### src/eac_pkg.sv
// Constants shared by the EEPROM access control block
package eac_pkg;

    ////////////////////////////////////////////////////////////////////////////
    // Register byte offsets
    localparam logic [7:0] OFS_CTRL      = 8'h70;
    localparam logic [7:0] OFS_IRQ_STAT  = 8'h80;
    localparam logic [7:0] OFS_IRQ_MASK  = 8'h84;

    ////////////////////////////////////////////////////////////////////////////
    // Field positions in the control/status word
    localparam int B_START   = 0;
    localparam int B_CMD     = 1;
    localparam int B_ERR     = 2;
    localparam int B_ALDONE  = 3;
    localparam int B_FREQ    = 4;
    localparam int B_ALDIS   = 6;
    localparam int B_FAST    = 7;
    localparam int B_ALBUSY  = 8;
    localparam int B_WADDR   = 9;
    localparam int B_DATA    = 16;

    // Interrupt status and mask bit positions
    localparam int IRQ_DONE  = 0;
    localparam int IRQ_ERR   = 1;
    localparam int IRQ_AL    = 2;

    ////////////////////////////////////////////////////////////////////////////
    // Reset values
    localparam logic        RST_CMD   = 1'h0;
    localparam logic [1:0]  RST_FREQ  = 2'h0;
    localparam logic        RST_ALDIS = 1'h0;
    localparam logic        RST_FAST  = 1'h0;
    localparam logic [6:0]  RST_WADDR = 7'h00;
    localparam logic [15:0] RST_DATA  = 16'h0000;
    localparam logic [2:0]  RST_MASK  = 3'h0;

    ////////////////////////////////////////////////////////////////////////////
    // Clock division; each serial bit takes four quarter phases
    localparam int DIV_SEL0  = 4096;
    localparam int DIV_SEL1  = 2048;
    localparam int DIV_SEL2  = 1024;
    localparam int DIV_SEL3  = 128;
    localparam int FAST_MULT = 32;
    localparam logic [9:0] QTR_SEL0  = 10'(DIV_SEL0 / 4 - 1);
    localparam logic [9:0] QTR_SEL1  = 10'(DIV_SEL1 / 4 - 1);
    localparam logic [9:0] QTR_SEL2  = 10'(DIV_SEL2 / 4 - 1);
    localparam logic [9:0] QTR_SEL3  = 10'(DIV_SEL3 / 4 - 1);
    localparam logic [9:0] QTRF_SEL0 = 10'(DIV_SEL0 / (4 * FAST_MULT) - 1);
    localparam logic [9:0] QTRF_SEL1 = 10'(DIV_SEL1 / (4 * FAST_MULT) - 1);
    localparam logic [9:0] QTRF_SEL2 = 10'(DIV_SEL2 / (4 * FAST_MULT) - 1);
    localparam logic [9:0] QTRF_SEL3 = 10'(DIV_SEL3 / (4 * FAST_MULT) - 1);

    ////////////////////////////////////////////////////////////////////////////
    // Serial frame constants (device select codes are arbitrary values)
    localparam logic [7:0] SEL_WR    = 8'hA0;
    localparam logic [7:0] SEL_RD    = 8'hA1;
    localparam logic [6:0] AL_LAST   = 7'h7F;

    typedef enum logic [2:0] {
        EAC_IDLE,
        EAC_START,
        EAC_BITS,
        EAC_ACK,
        EAC_STOP
    } eac_state_t;

endpackage

### src/eac_ctrl.sv
// EEPROM access control: register slave, serial engine, autoload sequencer
// Function
// A zero-to-one write of the request bit starts one EEPROM cycle.
// Hardware clears the request bit when the cycle finishes.
// Command bit zero reads, one writes; resets to zero.
// Missing EEPROM acknowledge sets the read-only error flag; resets to zero.
// Autoload-complete flag reads one only after a successful autoload.
// EEPROM clock is core clock divided by 4096, 2048, 1024 or 128.
// Autoload runs when the disable bit is zero, skipped when one; code always starts it at reset, a one ends it after the current word.
// Fast-autoload bit 7 makes autoload run 32 times faster.
// Bit 8 reads one while autoload is under way.
// Bits 15:9 give the word address of a software cycle.
// Bits 31:16 give the data written by a software write cycle.
// A finished software read places the returned word in bits 31:16.
//
// The Avalon-MM slave port is this design's own decision.
`timescale 1ns/1ps
module eac_ctrl (
    // Clock and reset
    input  wire logic        clk_sys,
    input  wire logic        srst,
    // Avalon-MM slave
    input  wire logic [7:0]  avs_address,
    input  wire logic        avs_read,
    input  wire logic        avs_write,
    input  wire logic [31:0] avs_writedata,
    input  wire logic [3:0]  avs_byteenable,
    output logic      [31:0] avs_readdata,
    output logic             avs_waitrequest,
    // Interrupt
    output logic             irq,
    // Serial EEPROM pins
    output logic             ee_scl,
    input  wire logic        ee_sda_in,
    output logic             ee_sda_out,
    output logic             ee_sda_oe,
    // Autoloaded words
    output logic             ld_valid,
    output logic [6:0]       ld_addr,
    output logic [15:0]      ld_data
);
    import eac_pkg::*;

    ////////////////////////////////////////////////////////////////////////////
    // Declarations
    logic        resp_reg, start_reg, cmd_reg, err_reg, al_done_reg, al_dis_reg;
    logic        fast_reg, al_busy_reg, arm_reg, op_rd_reg, op_sw_reg, fail_reg;
    logic        scl_reg, oe_reg, ld_valid_reg;
    logic [1:0]  freq_reg, q_reg, q_next;
    logic [2:0]  bit_reg, bit_next, idx_reg, idx_next, ist_reg, mask_reg, ev;
    logic [6:0]  waddr_reg, op_addr_reg, al_addr_reg;
    logic [7:0]  sh_reg, sh_next;
    logic [15:0] data_reg, rx_reg;
    logic [31:0] rd_reg, ctrl_word, rd_mux;
    eac_state_t  state_reg, state_next;

    logic req, acc, hit_ctrl, hit_stat, hit_mask, wr_ctrl, wr_mask, rd_stat;
    logic run, tick, step, sample, rx_phase, nack, fin, go_al, go_sw, go;
    logic al_end, sw_rd_ok, start_rise, scl_v, oe_v, div_fast;
    logic [2:0] last_idx;

    function automatic logic [7:0] tx_byte(input logic [2:0] idx, input logic rd,
                                           input logic [6:0] addr,
                                           input logic [15:0] data);
        tx_byte = SEL_WR;
        if (idx == 3'h1) begin
            tx_byte = {1'b0, addr};
        end else if (idx == 3'h2) begin
            tx_byte = rd ? SEL_RD : data[15:8];
        end else if (idx == 3'h3) begin
            tx_byte = data[7:0];
        end
    endfunction

    ////////////////////////////////////////////////////////////////////////////
    // Bus decode; every access answers on the second cycle
    assign req             = avs_read || avs_write;
    assign acc             = req && resp_reg;
    assign avs_waitrequest = req && !resp_reg;
    assign hit_ctrl        = (avs_address == OFS_CTRL);
    assign hit_stat        = (avs_address == OFS_IRQ_STAT);
    assign hit_mask        = (avs_address == OFS_IRQ_MASK);
    assign wr_ctrl         = acc && avs_write && hit_ctrl;
    assign wr_mask         = acc && avs_write && hit_mask && avs_byteenable[0];
    assign rd_stat         = acc && avs_read && hit_stat;
    assign start_rise      = wr_ctrl && avs_byteenable[0] &&
                             avs_writedata[B_START] && !start_reg;
    assign ctrl_word = {data_reg, waddr_reg, al_busy_reg, fast_reg, al_dis_reg,
                        freq_reg, al_done_reg, err_reg, cmd_reg, start_reg};
    assign rd_mux = hit_ctrl ? ctrl_word :
                    hit_stat ? {29'h0, ist_reg} :
                    hit_mask ? {29'h0, mask_reg} : 32'h0000_0000;
    assign avs_readdata = rd_reg;

    always_ff @(posedge clk_sys) begin
        if (srst) begin
            resp_reg <= 1'b0;
            rd_reg   <= 32'h0000_0000;
        end else begin
            resp_reg <= req && !resp_reg;
            rd_reg   <= (req && !resp_reg) ? rd_mux : rd_reg;
        end
    end

    ////////////////////////////////////////////////////////////////////////////
    // Serial engine
    assign run      = (state_reg != EAC_IDLE);
    assign step     = tick && (q_reg == 2'h3);
    assign sample   = tick && (q_reg == 2'h2);
    assign last_idx = op_rd_reg ? 3'h4 : 3'h3;
    assign rx_phase = op_rd_reg && (idx_reg >= 3'h3);
    assign nack     = (state_reg == EAC_ACK) && sample && !rx_phase && ee_sda_in;
    assign fin      = (state_reg == EAC_STOP) && step;
    assign go_al    = (state_reg == EAC_IDLE) && al_busy_reg;
    assign go_sw    = (state_reg == EAC_IDLE) && !al_busy_reg && start_reg;
    assign go       = go_al || go_sw;
    assign div_fast = fast_reg && al_busy_reg;

    eac_clkdiv u_div (
        .clk_sys (clk_sys),
        .srst    (srst),
        .run     (run),
        .sel     (freq_reg),
        .fast    (div_fast),
        .tick    (tick)
    );

    always_comb begin
        state_next = state_reg;
        q_next     = run ? q_reg + {1'b0, tick} : 2'h0;
        idx_next   = idx_reg;
        bit_next   = bit_reg;
        sh_next    = sh_reg;
        unique case (state_reg)
            EAC_IDLE: begin
                if (go) begin
                    state_next = EAC_START;
                    idx_next   = 3'h0;
                end
            end
            EAC_START: begin
                if (step) begin
                    state_next = EAC_BITS;
                    sh_next    = tx_byte(idx_reg, op_rd_reg, op_addr_reg, data_reg);
                    bit_next   = 3'h7;
                end
            end
            EAC_BITS: begin
                if (step) begin
                    state_next = (bit_reg == 3'h0) ? EAC_ACK : EAC_BITS;
                    bit_next   = bit_reg - 3'h1;
                    sh_next    = {sh_reg[6:0], 1'b0};
                end
            end
            EAC_ACK: begin
                // A missing acknowledge abandons the frame with a stop
                if (step) begin
                    if (fail_reg || idx_reg == last_idx) begin
                        state_next = EAC_STOP;
                    end else if (op_rd_reg && idx_reg == 3'h1) begin
                        state_next = EAC_START;
                        idx_next   = 3'h2;
                    end else begin
                        state_next = EAC_BITS;
                        idx_next   = idx_reg + 3'h1;
                        bit_next   = 3'h7;
                        sh_next    = tx_byte(idx_reg + 3'h1, op_rd_reg, op_addr_reg,
                                             data_reg);
                    end
                end
            end
            EAC_STOP: begin
                if (step) begin
                    state_next = EAC_IDLE;
                end
            end
        endcase
    end

    // Pin levels; the low drive of the open-drain data line is the enable
    assign scl_v = (state_reg == EAC_IDLE) ? 1'b1 :
                   (state_reg == EAC_START || state_reg == EAC_STOP) ? (q_reg != 2'h0) :
                   (q_reg == 2'h1 || q_reg == 2'h2);
    assign oe_v  = (state_reg == EAC_START) ? (q_reg >= 2'h2) :
                   (state_reg == EAC_STOP)  ? (q_reg < 2'h2) :
                   (state_reg == EAC_BITS)  ? (!rx_phase && !sh_reg[7]) :
                   (state_reg == EAC_ACK)   ? (rx_phase && idx_reg == 3'h3) : 1'b0;
    assign ee_scl     = scl_reg;
    assign ee_sda_oe  = oe_reg;
    assign ee_sda_out = 1'b0;

    always_ff @(posedge clk_sys) begin
        if (srst) begin
            state_reg <= EAC_IDLE;
            q_reg     <= 2'h0;
            idx_reg   <= 3'h0;
            bit_reg   <= 3'h0;
            sh_reg    <= 8'h00;
            scl_reg   <= 1'b1;
            oe_reg    <= 1'b0;
        end else begin
            state_reg <= state_next;
            q_reg     <= q_next;
            idx_reg   <= idx_next;
            bit_reg   <= bit_next;
            sh_reg    <= sh_next;
            scl_reg   <= scl_v;
            oe_reg    <= oe_v;
        end
    end

    // Received bits shift in; two bytes fill the word exactly
    always_ff @(posedge clk_sys) begin
        if (srst) begin
            rx_reg <= 16'h0000;
        end else if (state_reg == EAC_BITS && rx_phase && sample) begin
            rx_reg <= {rx_reg[14:0], ee_sda_in};
        end
    end

    ////////////////////////////////////////////////////////////////////////////
    // Operation bookkeeping and autoload sequencing
    assign al_end   = fin && !op_sw_reg &&
                      (fail_reg || al_addr_reg == AL_LAST || al_dis_reg);
    assign sw_rd_ok = fin && op_sw_reg && op_rd_reg && !fail_reg;

    always_ff @(posedge clk_sys) begin
        if (srst) begin
            op_rd_reg   <= 1'b1;
            op_sw_reg   <= 1'b0;
            op_addr_reg <= 7'h00;
            fail_reg    <= 1'b0;
            arm_reg     <= 1'b1;
            al_busy_reg <= 1'b0;
            al_done_reg <= 1'b0;
            al_addr_reg <= 7'h00;
        end else begin
            if (go) begin
                op_rd_reg   <= go_al || !cmd_reg;
                op_sw_reg   <= go_sw;
                op_addr_reg <= go_al ? al_addr_reg : waddr_reg;
            end
            fail_reg <= nack || (fail_reg && !go);
            arm_reg  <= 1'b0;
            if (arm_reg) begin
                al_busy_reg <= !al_dis_reg;
            end else if (al_end) begin
                al_busy_reg <= 1'b0;
                al_done_reg <= !fail_reg;
            end else if (fin && !op_sw_reg) begin
                al_addr_reg <= al_addr_reg + 7'h01;
            end
        end
    end

    // Loaded words leave on a one-cycle strobe
    assign ld_valid = ld_valid_reg;
    always_ff @(posedge clk_sys) begin
        if (srst) begin
            ld_valid_reg <= 1'b0;
            ld_addr      <= 7'h00;
            ld_data      <= 16'h0000;
        end else begin
            ld_valid_reg <= fin && !op_sw_reg && !fail_reg;
            ld_addr      <= (fin && !op_sw_reg) ? op_addr_reg : ld_addr;
            ld_data      <= (fin && !op_sw_reg) ? rx_reg : ld_data;
        end
    end

    ////////////////////////////////////////////////////////////////////////////
    // Control/status register; hardware updates win over software writes
    always_ff @(posedge clk_sys) begin
        if (srst) begin
            start_reg  <= 1'b0;
            cmd_reg    <= RST_CMD;
            err_reg    <= 1'b0;
            freq_reg   <= RST_FREQ;
            al_dis_reg <= RST_ALDIS;
            fast_reg   <= RST_FAST;
            waddr_reg  <= RST_WADDR;
            data_reg   <= RST_DATA;
        end else begin
            if (fin && op_sw_reg) begin
                start_reg <= 1'b0;
            end else if (start_rise) begin
                start_reg <= 1'b1;
            end
            err_reg <= nack || (err_reg && !go_sw && !arm_reg);
            if (wr_ctrl && avs_byteenable[0]) begin
                cmd_reg    <= avs_writedata[B_CMD];
                freq_reg   <= avs_writedata[B_FREQ +: 2];
                al_dis_reg <= avs_writedata[B_ALDIS];
                fast_reg   <= avs_writedata[B_FAST];
            end
            if (wr_ctrl && avs_byteenable[1]) begin
                waddr_reg <= avs_writedata[B_WADDR +: 7];
            end
            if (sw_rd_ok) begin
                data_reg <= rx_reg;
            end else if (wr_ctrl) begin
                data_reg[7:0]  <= avs_byteenable[2] ? avs_writedata[B_DATA +: 8] :
                                                      data_reg[7:0];
                data_reg[15:8] <= avs_byteenable[3] ? avs_writedata[B_DATA + 8 +: 8] :
                                                      data_reg[15:8];
            end
        end
    end

    ////////////////////////////////////////////////////////////////////////////
    // Interrupts; a read of the status clears it, a new event still lands
    assign ev[IRQ_DONE] = fin && op_sw_reg;
    assign ev[IRQ_ERR]  = nack;
    assign ev[IRQ_AL]   = al_end;
    assign irq          = |(ist_reg & mask_reg);

    always_ff @(posedge clk_sys) begin
        if (srst) begin
            ist_reg  <= 3'h0;
            mask_reg <= RST_MASK;
        end else begin
            ist_reg  <= (rd_stat ? 3'h0 : ist_reg) | ev;
            mask_reg <= wr_mask ? avs_writedata[2:0] : mask_reg;
        end
    end

    ////////////////////////////////////////////////////////////////////////////
    // Checks
    chk_start_launch: assert property (@(posedge clk_sys) disable iff (srst)
        $rose(start_reg) |-> $past(start_rise) ##1 (go_sw || al_busy_reg || run))
        else $error("request bit rose without a software write or no launch");

    chk_start_clear: assert property (@(posedge clk_sys) disable iff (srst)
        (fin && op_sw_reg) |=> !start_reg && (state_reg == EAC_IDLE))
        else $error("request bit not cleared when the cycle finished");

    chk_cmd_dir: assert property (@(posedge clk_sys) disable iff (srst)
        go_sw |=> (op_rd_reg == !$past(cmd_reg)) && (state_reg == EAC_START))
        else $error("cycle direction does not follow the command bit");

    chk_ack_error: assert property (@(posedge clk_sys) disable iff (srst)
        nack |=> err_reg && fail_reg ##1 (state_reg == EAC_ACK || state_reg == EAC_STOP))
        else $error("missing acknowledge not flagged");

    chk_al_done: assert property (@(posedge clk_sys) disable iff (srst)
        $rose(al_done_reg) |-> $past(al_busy_reg) && !al_busy_reg && !$past(fail_reg))
        else $error("autoload complete set without a clean autoload");

    chk_al_skip: assert property (@(posedge clk_sys) disable iff (srst)
        (fin && !op_sw_reg && al_dis_reg && al_busy_reg) |=> !al_busy_reg [*2])
        else $error("autoload ran on although disabled");

    chk_fast_rate: assert property (@(posedge clk_sys) disable iff (srst)
        (al_busy_reg && fast_reg && freq_reg == 2'h3 && run && tick && !fin) |=> tick)
        else $error("fast autoload not at the raised rate");

    chk_busy_flag: assert property (@(posedge clk_sys) disable iff (srst)
        (avs_read && hit_ctrl && !resp_reg) |=> avs_readdata[B_ALBUSY] == $past(al_busy_reg))
        else $error("in-progress bit does not show the autoload state");

    chk_addr_byte: assert property (@(posedge clk_sys) disable iff (srst)
        (state_reg == EAC_ACK && step && idx_reg == 3'h0 && !fail_reg)
        |=> sh_reg == {1'b0, op_addr_reg})
        else $error("word address byte wrong");

    chk_write_data: assert property (@(posedge clk_sys) disable iff (srst)
        (state_reg == EAC_ACK && step && idx_reg == 3'h1 && !op_rd_reg && !fail_reg)
        |=> sh_reg == data_reg[15:8])
        else $error("write data byte wrong");

    chk_read_return: assert property (@(posedge clk_sys) disable iff (srst)
        sw_rd_ok |=> data_reg == $past(rx_reg))
        else $error("read word not returned to the data field");

endmodule // eac_ctrl

### src/eac_clkdiv.sv
// Quarter-phase strobe generator for the serial EEPROM clock
`timescale 1ns/1ps
module eac_clkdiv (
    // Clock and reset
    input  wire logic       clk_sys,
    input  wire logic       srst,
    // Control
    input  wire logic       run,
    input  wire logic [1:0] sel,
    input  wire logic       fast,
    // Strobe, one cycle each quarter of the serial clock
    output logic            tick
);
    import eac_pkg::*;

    logic [9:0] cnt_reg;
    logic [9:0] cnt_next;
    logic [9:0] lim_norm;
    logic [9:0] lim_fast;
    logic [9:0] limit;

    assign lim_norm = (sel == 2'h0) ? QTR_SEL0 : (sel == 2'h1) ? QTR_SEL1 :
                      (sel == 2'h2) ? QTR_SEL2 : QTR_SEL3;
    assign lim_fast = (sel == 2'h0) ? QTRF_SEL0 : (sel == 2'h1) ? QTRF_SEL1 :
                      (sel == 2'h2) ? QTRF_SEL2 : QTRF_SEL3;
    assign limit    = fast ? lim_fast : lim_norm;
    assign tick     = run && (cnt_reg >= limit);
    assign cnt_next = (!run || tick) ? 10'h000 : cnt_reg + 10'h001;

    always_ff @(posedge clk_sys) begin
        if (srst) begin
            cnt_reg <= 10'h000;
        end else begin
            cnt_reg <= cnt_next;
        end
    end

    ////////////////////////////////////////////////////////////////////////////
    // Checks
    logic [10:0] gap_reg;
    always_ff @(posedge clk_sys) begin
        if (srst || !run || tick) begin
            gap_reg <= 11'h000;
        end else begin
            gap_reg <= gap_reg + 11'h001;
        end
    end

    chk_tick_gap: assert property (@(posedge clk_sys) disable iff (srst)
        (tick && $past(run) && $stable(sel) && $stable(fast) && !fast && $past(!tick))
        |-> (gap_reg == {1'b0, lim_norm}))
        else $error("quarter strobe spacing does not match the divider setting");

endmodule // eac_clkdiv

### config.mk
export PLATFORM = sky130hd
export DESIGN_NAME = eac_ctrl
export DESIGN_NICKNAME = d
export VERILOG_FILES = /design/src/eac_pkg.sv /design/src/eac_ctrl.sv /design/src/eac_clkdiv.sv
export SDC_FILE = /design/constraint.sdc
export NUM_CORES = 1
export LEC_CHECK = 0
export BUFFER_PORTS_ARGS = -buffer_cell sky130_fd_sc_hd__buf_2
export CAP_MARGIN = 20
export CELL_PAD_IN_SITES_DETAIL_PLACEMENT = 1
export CELL_PAD_IN_SITES_GLOBAL_PLACEMENT = 2
export CORE_ASPECT_RATIO = 1.25
export CORE_MARGIN = 2
export CORE_UTILIZATION = 31
export CTS_CLUSTER_DIAMETER = 100
export DETAILED_ROUTE_END_ITERATION = 8
export PLACE_DENSITY = 0.76
export SETUP_SLACK_MARGIN = 0.15
export SLEW_MARGIN = 20
export SYNTH_ARGS = -nofsm -noshare
export SYNTH_HDL_FRONTEND = slang
export SYNTH_SLANG_ARGS = --single-unit
### constraint.sdc
create_clock -name clk_sys -period 2.3 [get_ports clk_sys]
set_input_delay 0.23 -clock clk_sys [delete_from_list [all_inputs] [get_ports clk_sys]]
set_output_delay 0.23 -clock clk_sys [all_outputs]
set_load 0.05 [all_outputs]
==> results of run 1 <==
## power breakdown
group | leakage [µW] | internal (µW) | switching (µW)
Combinational | 0.00229 | 93.1 | 204
Sequential | 0.00129 | 2790 | 29.8
Clock | 0.000279 | 1530 | 1290
## worst paths after layout
path	from	endpoint	slack, ns	cells after the start
worst max-delay path	al_busy_reg$_SDFFE_PP0P_	data_reg[7]$_SDFFE_PP0P_	-0.18	12
worst min-delay path	avs_writedata[15]	waddr_reg[6]$_SDFFE_PP0P_	0.02	3
worst max register to register	al_busy_reg$_SDFFE_PP0P_	data_reg[7]$_SDFFE_PP0P_	-0.18	12
worst min register to register	ld_data[14]$_SDFFE_PP0P_	ld_data[14]$_SDFFE_PP0P_	0.45	2
## cells in the final DEF (no fill, tap or decap), types with 13 or more instances in the layout
cell type / synthesis / layout
buf_2: 6 / 105
clkbuf_16: 0 / 23
inv_1: 24 / 24
nor3_1: 15 / 15
a21oi_1: 75 / 66
nand2_1: 125 / 112
ha_1: 24 / 19
nand3_1: 44 / 43
dfxtp_1: 160 / 156
o21ai_0: 23 / 19
a211oi_1: 29 / 14
buf_4: 5 / 59
mux2i_1: 52 / 52
a211oi_2: 0 / 13
nor2_1: 94 / 78
## worst reg2reg max path, delay by kind of cell (launching register included)
family          cells  cell delay, ns
fa+ha+maj           1            0.25
buf+inv             3            0.49
flops               1            0.36
simple gates        3            0.25
compound gates      5            1.06
## layer usage
metal,share of wire (%),vias to the layer above
met5,0,-
met4,1.8,0
met3,3.2,39
met2,54,130
met1,41,3421
li1,-,3341
## what timing repair did
item                                    in CTS  in global routing
gates cloned                                 3                  5
resized for setup                           45                 60
buffers inserted                            14                  7
pin swaps                                   21                 33
endpoints found under the setup margin     100                 99
## layout make-up
| class | count | area, µm² | area share, % |
|---|---|---|---|
| inverter | 25 | 93.84 | 0.9445 |
| sequential | 160 | 3216 | 32.36 |
| clock buffer | 18 | 429.2 | 4.319 |
| clock inverter | 14 | 150.1 | 1.511 |
| multi-input combinational | 619 | 4248 | 42.75 |
| tap | 292 | 365.4 | 3.677 |
| timing repair buffer | 190 | 1434 | 14.43 |
## kinds of logic (layout without fill, tap and decap cells)
kind of cell	count (synthesis)	count (layout)	share of synthesized area, %
compound gates	194	194	18.13
fa+ha+maj	24	24	4.085
mux	52	52	7.081
buf+inv	77	247	4.494
other cells	1	1	0.05101
flops	160	160	43.57
simple gates	334	334	20.92
xor+xnor	14	14	1.668
## metrics by stage
stage / utilization, % / setup TNS [ns] / hold slack [ns] / total power [µW]
2_1_floorplan: - / -0.3865 / 0.2577 / 3033
3_3_place_gp: 36.45 / -0.6190 / 0.4402 / 3166
3_5_place_dp: 36.45 / -4.271 / 0.4430 / 3166
4_1_cts: 40.55 / -0.1413 / 0.01680 / 5986
5_1_grt: 42.30 / -14.78 / 0.02659 / 6148
6_report: 42.30 / -6.553 / 0.02146 / 5933
==> results.yml, run 1 <==
critical_path:
  cp-start-kind: "flip-flop"
  path_max_fanout: 8
  required_ns: 2.65
  cp_cell_sequence: "nand2_4 > nand2_4 > ha_4 > a211oi_2 > o22a_1 > buf_4 > o31ai_4 > o211ai_1 > buf_4 > clkbuf_16 > nor2_1 > a211oi_1"
  worst_setup_path_end_kind: "flip-flop"
  critical_path_class: "reg -> reg"
  cpMaxStageDelayCell: "dfxtp_4"
  critPathBufInv: 3
  worst-endpoint-arrival_ns: 2.82
  critPathMaxStageDelay_ns: 0.36
  cp_top_family: "compound AO/OA/AOI/OAI gates"
global_route:
  antenna_found_initial: 0
  grt_pass1_vias: 7035
  track_usage_pct: 19.68
  overflow: 0
  use_met1_pct: 23.56
  top_usage_layer: "met2"
  use_met3_pct: 2.956
  gr-usage-met2_pct: 36.06
  grt_max_degree: 121
  grt_pass1_wl_um: 38430
synth:
  synth_area_leaders: "dfxtp_1 (44%), mux2i_1 (7.1%), nand2_1 (6.4%)"
  syn_area_um2: 7351
  netlist_instances: 856
  ys_seq_area_share_pct: 43.57
  yosys_most_used_dff: "dfxtp_1"
  synthTopCellsByCount: "dfxtp_1 (160), nand2_1 (125), nor2_1 (94)"
  synth_fp_nets: 929
  ys.warnings.count: 0
  yosys.area.top_type: "dfxtp_1"
  ys_ff_latch: 160
  synth.distinct_cells: 67
  synth-async-reset-ratio_pct: 0
  synth.avg_cell_area_um2: 8.587
  synth.most_common_cell: "dfxtp_1"
  netlist.area_leader.share_pct: 43.57
  synth_edf_count: 0
die:
  core_um2: 23490
  initial_utilization_pct: 31.29
  die_y_um: 176.2
  dieWidth_um: 141.7
  num_rows: 63
  pin_count: 110
  fp.dieArea_um2: 24970
finish:
  nets: 1086
  fin_area_um2: 9936
  area_growth_pct: 35.17
  drive_gt1_share_pct: 30.80
  diodes: 0
  largest_reg_flops: 32
  final.fill_count: 2711
  instances_no_fill: 1318
run_status:
  status: "finished, violations left"
  violations: "setup timing"
place:
  numPortBuffers: 106
  place.gp.congestion: 0.8202
  placed_area_um2: 8562
  dp_hpwl_um: 16820
  dpl_worst_slack_ns: -0.1781
  dp.cells: 1257
clocking:
  htree_levels: 4
  cts_tree: "done"
  cts_max_path_buffers: 2
  cts-buffers-inserted: 17
  clkSlewWorstSetupHoldPaths_ns: 0.07
  cts_hold_buf: 0
  cts.sinks: 160
  insertion_delay_ns: 0.44
  cts_root_buffer: "clkbuf_16"
flow_run:
  max_cap_viol_count: 0
timing:
  fin_ws_ns: -0.1750
  hold_viol: 0
  timing.slew.headroom_pct: 50.39
  worst_pin_slew_ns: 0.7431
  finalCriticalPeriod_ns: 2.475
  period_share_pct: 107.6
  max_freq_ghz: 0.4040
  grt_setup_unrepaired: "true"
  setup_viol: 76
  fin_skew_ns: 0.01308
  maxSlewViolCount: 0
route:
  wl_um: 24970
  vias: 6931
  via_per_inst: 5.259
  ant_nets: 0
  avgRoutedWirePerCell_um: 18.95
  dr.first_iter.drc_count: 343
  first_pass_iters: 6
  drc: 0
worst_hold_path:
  hp-class: "in -> reg"
power:
  power_density_nw_per_um2: 597.2
  ir_worst_vdd_mv: 0.4473
  leakage_uw: 0.003866
Power figures use the tool's default switching activity.
==> run 2: changes to the inputs <==
--- a/config.mk
+++ b/config.mk
@@ -5,6 +5,7 @@
 export SDC_FILE = /design/constraint.sdc
 export NUM_CORES = 1
 export LEC_CHECK = 0
+export ABC_CLOCK_PERIOD_IN_PS = 2300
 export BUFFER_PORTS_ARGS = -buffer_cell sky130_fd_sc_hd__buf_2
 export CAP_MARGIN = 20
 export CELL_PAD_IN_SITES_DETAIL_PLACEMENT = 1
@@ -14,7 +15,9 @@
 export CORE_UTILIZATION = 31
 export CTS_CLUSTER_DIAMETER = 100
 export DETAILED_ROUTE_END_ITERATION = 8
+export GPL_TIMING_DRIVEN = 0
 export PLACE_DENSITY = 0.76
+export REMOVE_ABC_BUFFERS = 1
 export SETUP_SLACK_MARGIN = 0.15
 export SLEW_MARGIN = 20
 export SYNTH_ARGS = -nofsm -noshare
==> results.yml, run 2 (synthesized netlist as in run 1, its figures left out) <==
global_route:
  overflow: 0
  grt_pass1_vias: 6876
  antenna_found_initial: 0
  gr-usage-met2_pct: 33.15
  grt_max_degree: 73
  grt_pass1_wl_um: 37760
  top_usage_layer: "met2"
  use_met3_pct: 2.712
  track_usage_pct: 19.35
  use_met1_pct: 24.64
timing:
  fin_ws_ns: -0.2166
  setup_viol: 95
  finalCriticalPeriod_ns: 2.517
  timing.slew.headroom_pct: 49.85
  hold_viol: 0
  max_freq_ghz: 0.3974
  period_share_pct: 109.4
  worst_pin_slew_ns: 0.7523
  maxSlewViolCount: 0
  grt_setup_unrepaired: "true"
  fin_skew_ns: 0.01598
finish:
  area_growth_pct: 34.43
  nets: 1054
  most-common-layout-cells: "dfxtp_1 (153), nand2_1 (109), buf_2 (105), nor2_1 (77), a21oi_1 (63)"
  drive_gt1_share_pct: 29.88
  final.fill_count: 2715
  layout_commonest_cell: "dfxtp_1"
  instances_no_fill: 1286
  diodes: 0
  largest_reg_flops: 32
route:
  via_per_inst: 5.275
  vias: 6784
  avgRoutedWirePerCell_um: 19.26
  dr.first_iter.drc_count: 297
  wl_um: 24770
  drc: 0
  ant_nets: 0
  first_pass_iters: 4
critical_path:
  cp-start-kind: "flip-flop"
  critPathBufInv: 5
  cpMaxStageDelayCell: "dfxtp_4"
  worst-endpoint-arrival_ns: 2.87
  worst_setup_path_end_kind: "flip-flop"
  reg2reg_slack_ns: -0.22
  path_max_fanout: 6
  critPathMaxStageDelay_ns: 0.37
  cp_common_cell: "buf_4"
  cp_cell_sequence: "nand2_1 > nand2_4 > ha_4 > nand4_1 > buf_4 > buf_6 > o31ai_4 > o211ai_1 > buf_4 > buf_8 > buf_12 > a211oi_2"
  cp_top_family: "buffers and inverters"
  critical_path_class: "reg -> reg"
  required_ns: 2.66
place:
  numPortBuffers: 106
  dp_hpwl_um: 16210
  place.gp.congestion: 0.8531
  dpl_worst_slack_ns: -1.057
  dp.cells: 1212
die:
  core_um2: 23490
  num_rows: 63
  die_y_um: 176.2
  fp.dieArea_um2: 24970
  initial_utilization_pct: 31.29
  pin_count: 110
  dieWidth_um: 141.7
clocking:
  cts_tree: "done"
  cts-buffers-inserted: 17
  cts.sinks: 160
  cts_root_buffer: "clkbuf_16"
  cts_max_path_buffers: 2
  clkSlewWorstSetupHoldPaths_ns: 0.07
  htree_levels: 4
  insertion_delay_ns: 0.44
  cts_hold_buf: 0
flow_run:
  max_cap_viol_count: 0
run_status:
  violations: "setup timing"
  status: "finished, violations left"
power:
  power_density_nw_per_um2: 624.7
  leakage_uw: 0.003819
  ir_worst_vdd_mv: 0.4698
worst_hold_path:
  hp-class: "in -> reg"
==> run 2: changes by cell type in the layout (fill, tap and decap cells not counted), moves of 4 or more <==
cell       change
clkbuf_16      -4
nor2_4         +4
a211oi_1       +5
buf_8          +5
a211oi_2       -5
buf_4         -38
==> run 2: timing repair <==
action                     4_1_cts  5_1_grt
pin swaps                       33       33
resized for setup               83       69
buffers inserted                22       14
setup endpoints to repair      101      100
cloned                           2        4
==> run 2: final cells by class <==
cell class	count	area [µm²]	share of cell area, %
timing repair buffer	157	1201	12.15
clock buffer	18	439.2	4.444
multi-input combinational	620	4364	44.16
clock inverter	14	191.4	1.937
inverter	25	101.3	1.026
sequential	160	3219	32.58
tap	292	365.4	3.697
==> run 2: metal layers <==
layer	routed length [µm]	up-vias
met1	10860	3358
li1	-	3275
met2	12520	117
met5	0	-
met4	720	0
met3	668	34
==> run 2: metrics by stage <==
step	utilization, %	power (µW)	setup TNS, ns	hold WS, ns	cell area (µm²)
6_report	42.07	6173	-12.16	0.02532	9882
3_5_place_dp	34.77	3154	-64.34	0.4442	8167
3_3_place_gp	34.10	3144	-161.90	0.4374	8010
4_1_cts	40.06	6238	-6.953	0.01244	9409
2_1_floorplan	-	2986	-19.36	0.2577	7114
5_1_grt	42.07	6377	-22.63	0.03579	9882
==> run 2: path summary, 6_finish.rpt <==
kind,from,endpoint,cells past startpoint
setup / recovery,freq_reg[1]$_SDFFE_PP0P_,data_reg[1]$_SDFFE_PP0P_,12
hold / removal,avs_writedata[5],freq_reg[1]$_SDFFE_PP0P_,3
setup reg to reg,freq_reg[1]$_SDFFE_PP0P_,data_reg[1]$_SDFFE_PP0P_,12
hold reg to reg,avs_readdata[15]$_SDFFE_PP0P_,avs_readdata[15]$_SDFFE_PP0P_,2
==> run 2: power by group <==
group | total [µW] | switching, µW | internal, µW
sequential | 2810 | 28.4 | 2790
clock | 3070 | 1290 | 1780
combinational | 290 | 210 | 79.7
==> run 2: worst register-to-register path: stages, from the launching register on <==
cell	delay [ns]
dfxtp_4	0.37
nand2_1	0.11
nand2_4	0.09
ha_4	0.27
nand4_1	0.13
buf_4	0.18
buf_6	0.11
o31ai_4	0.34
o211ai_1	0.16
buf_4	0.19
buf_8	0.15
buf_12	0.14
a211oi_2	0.18
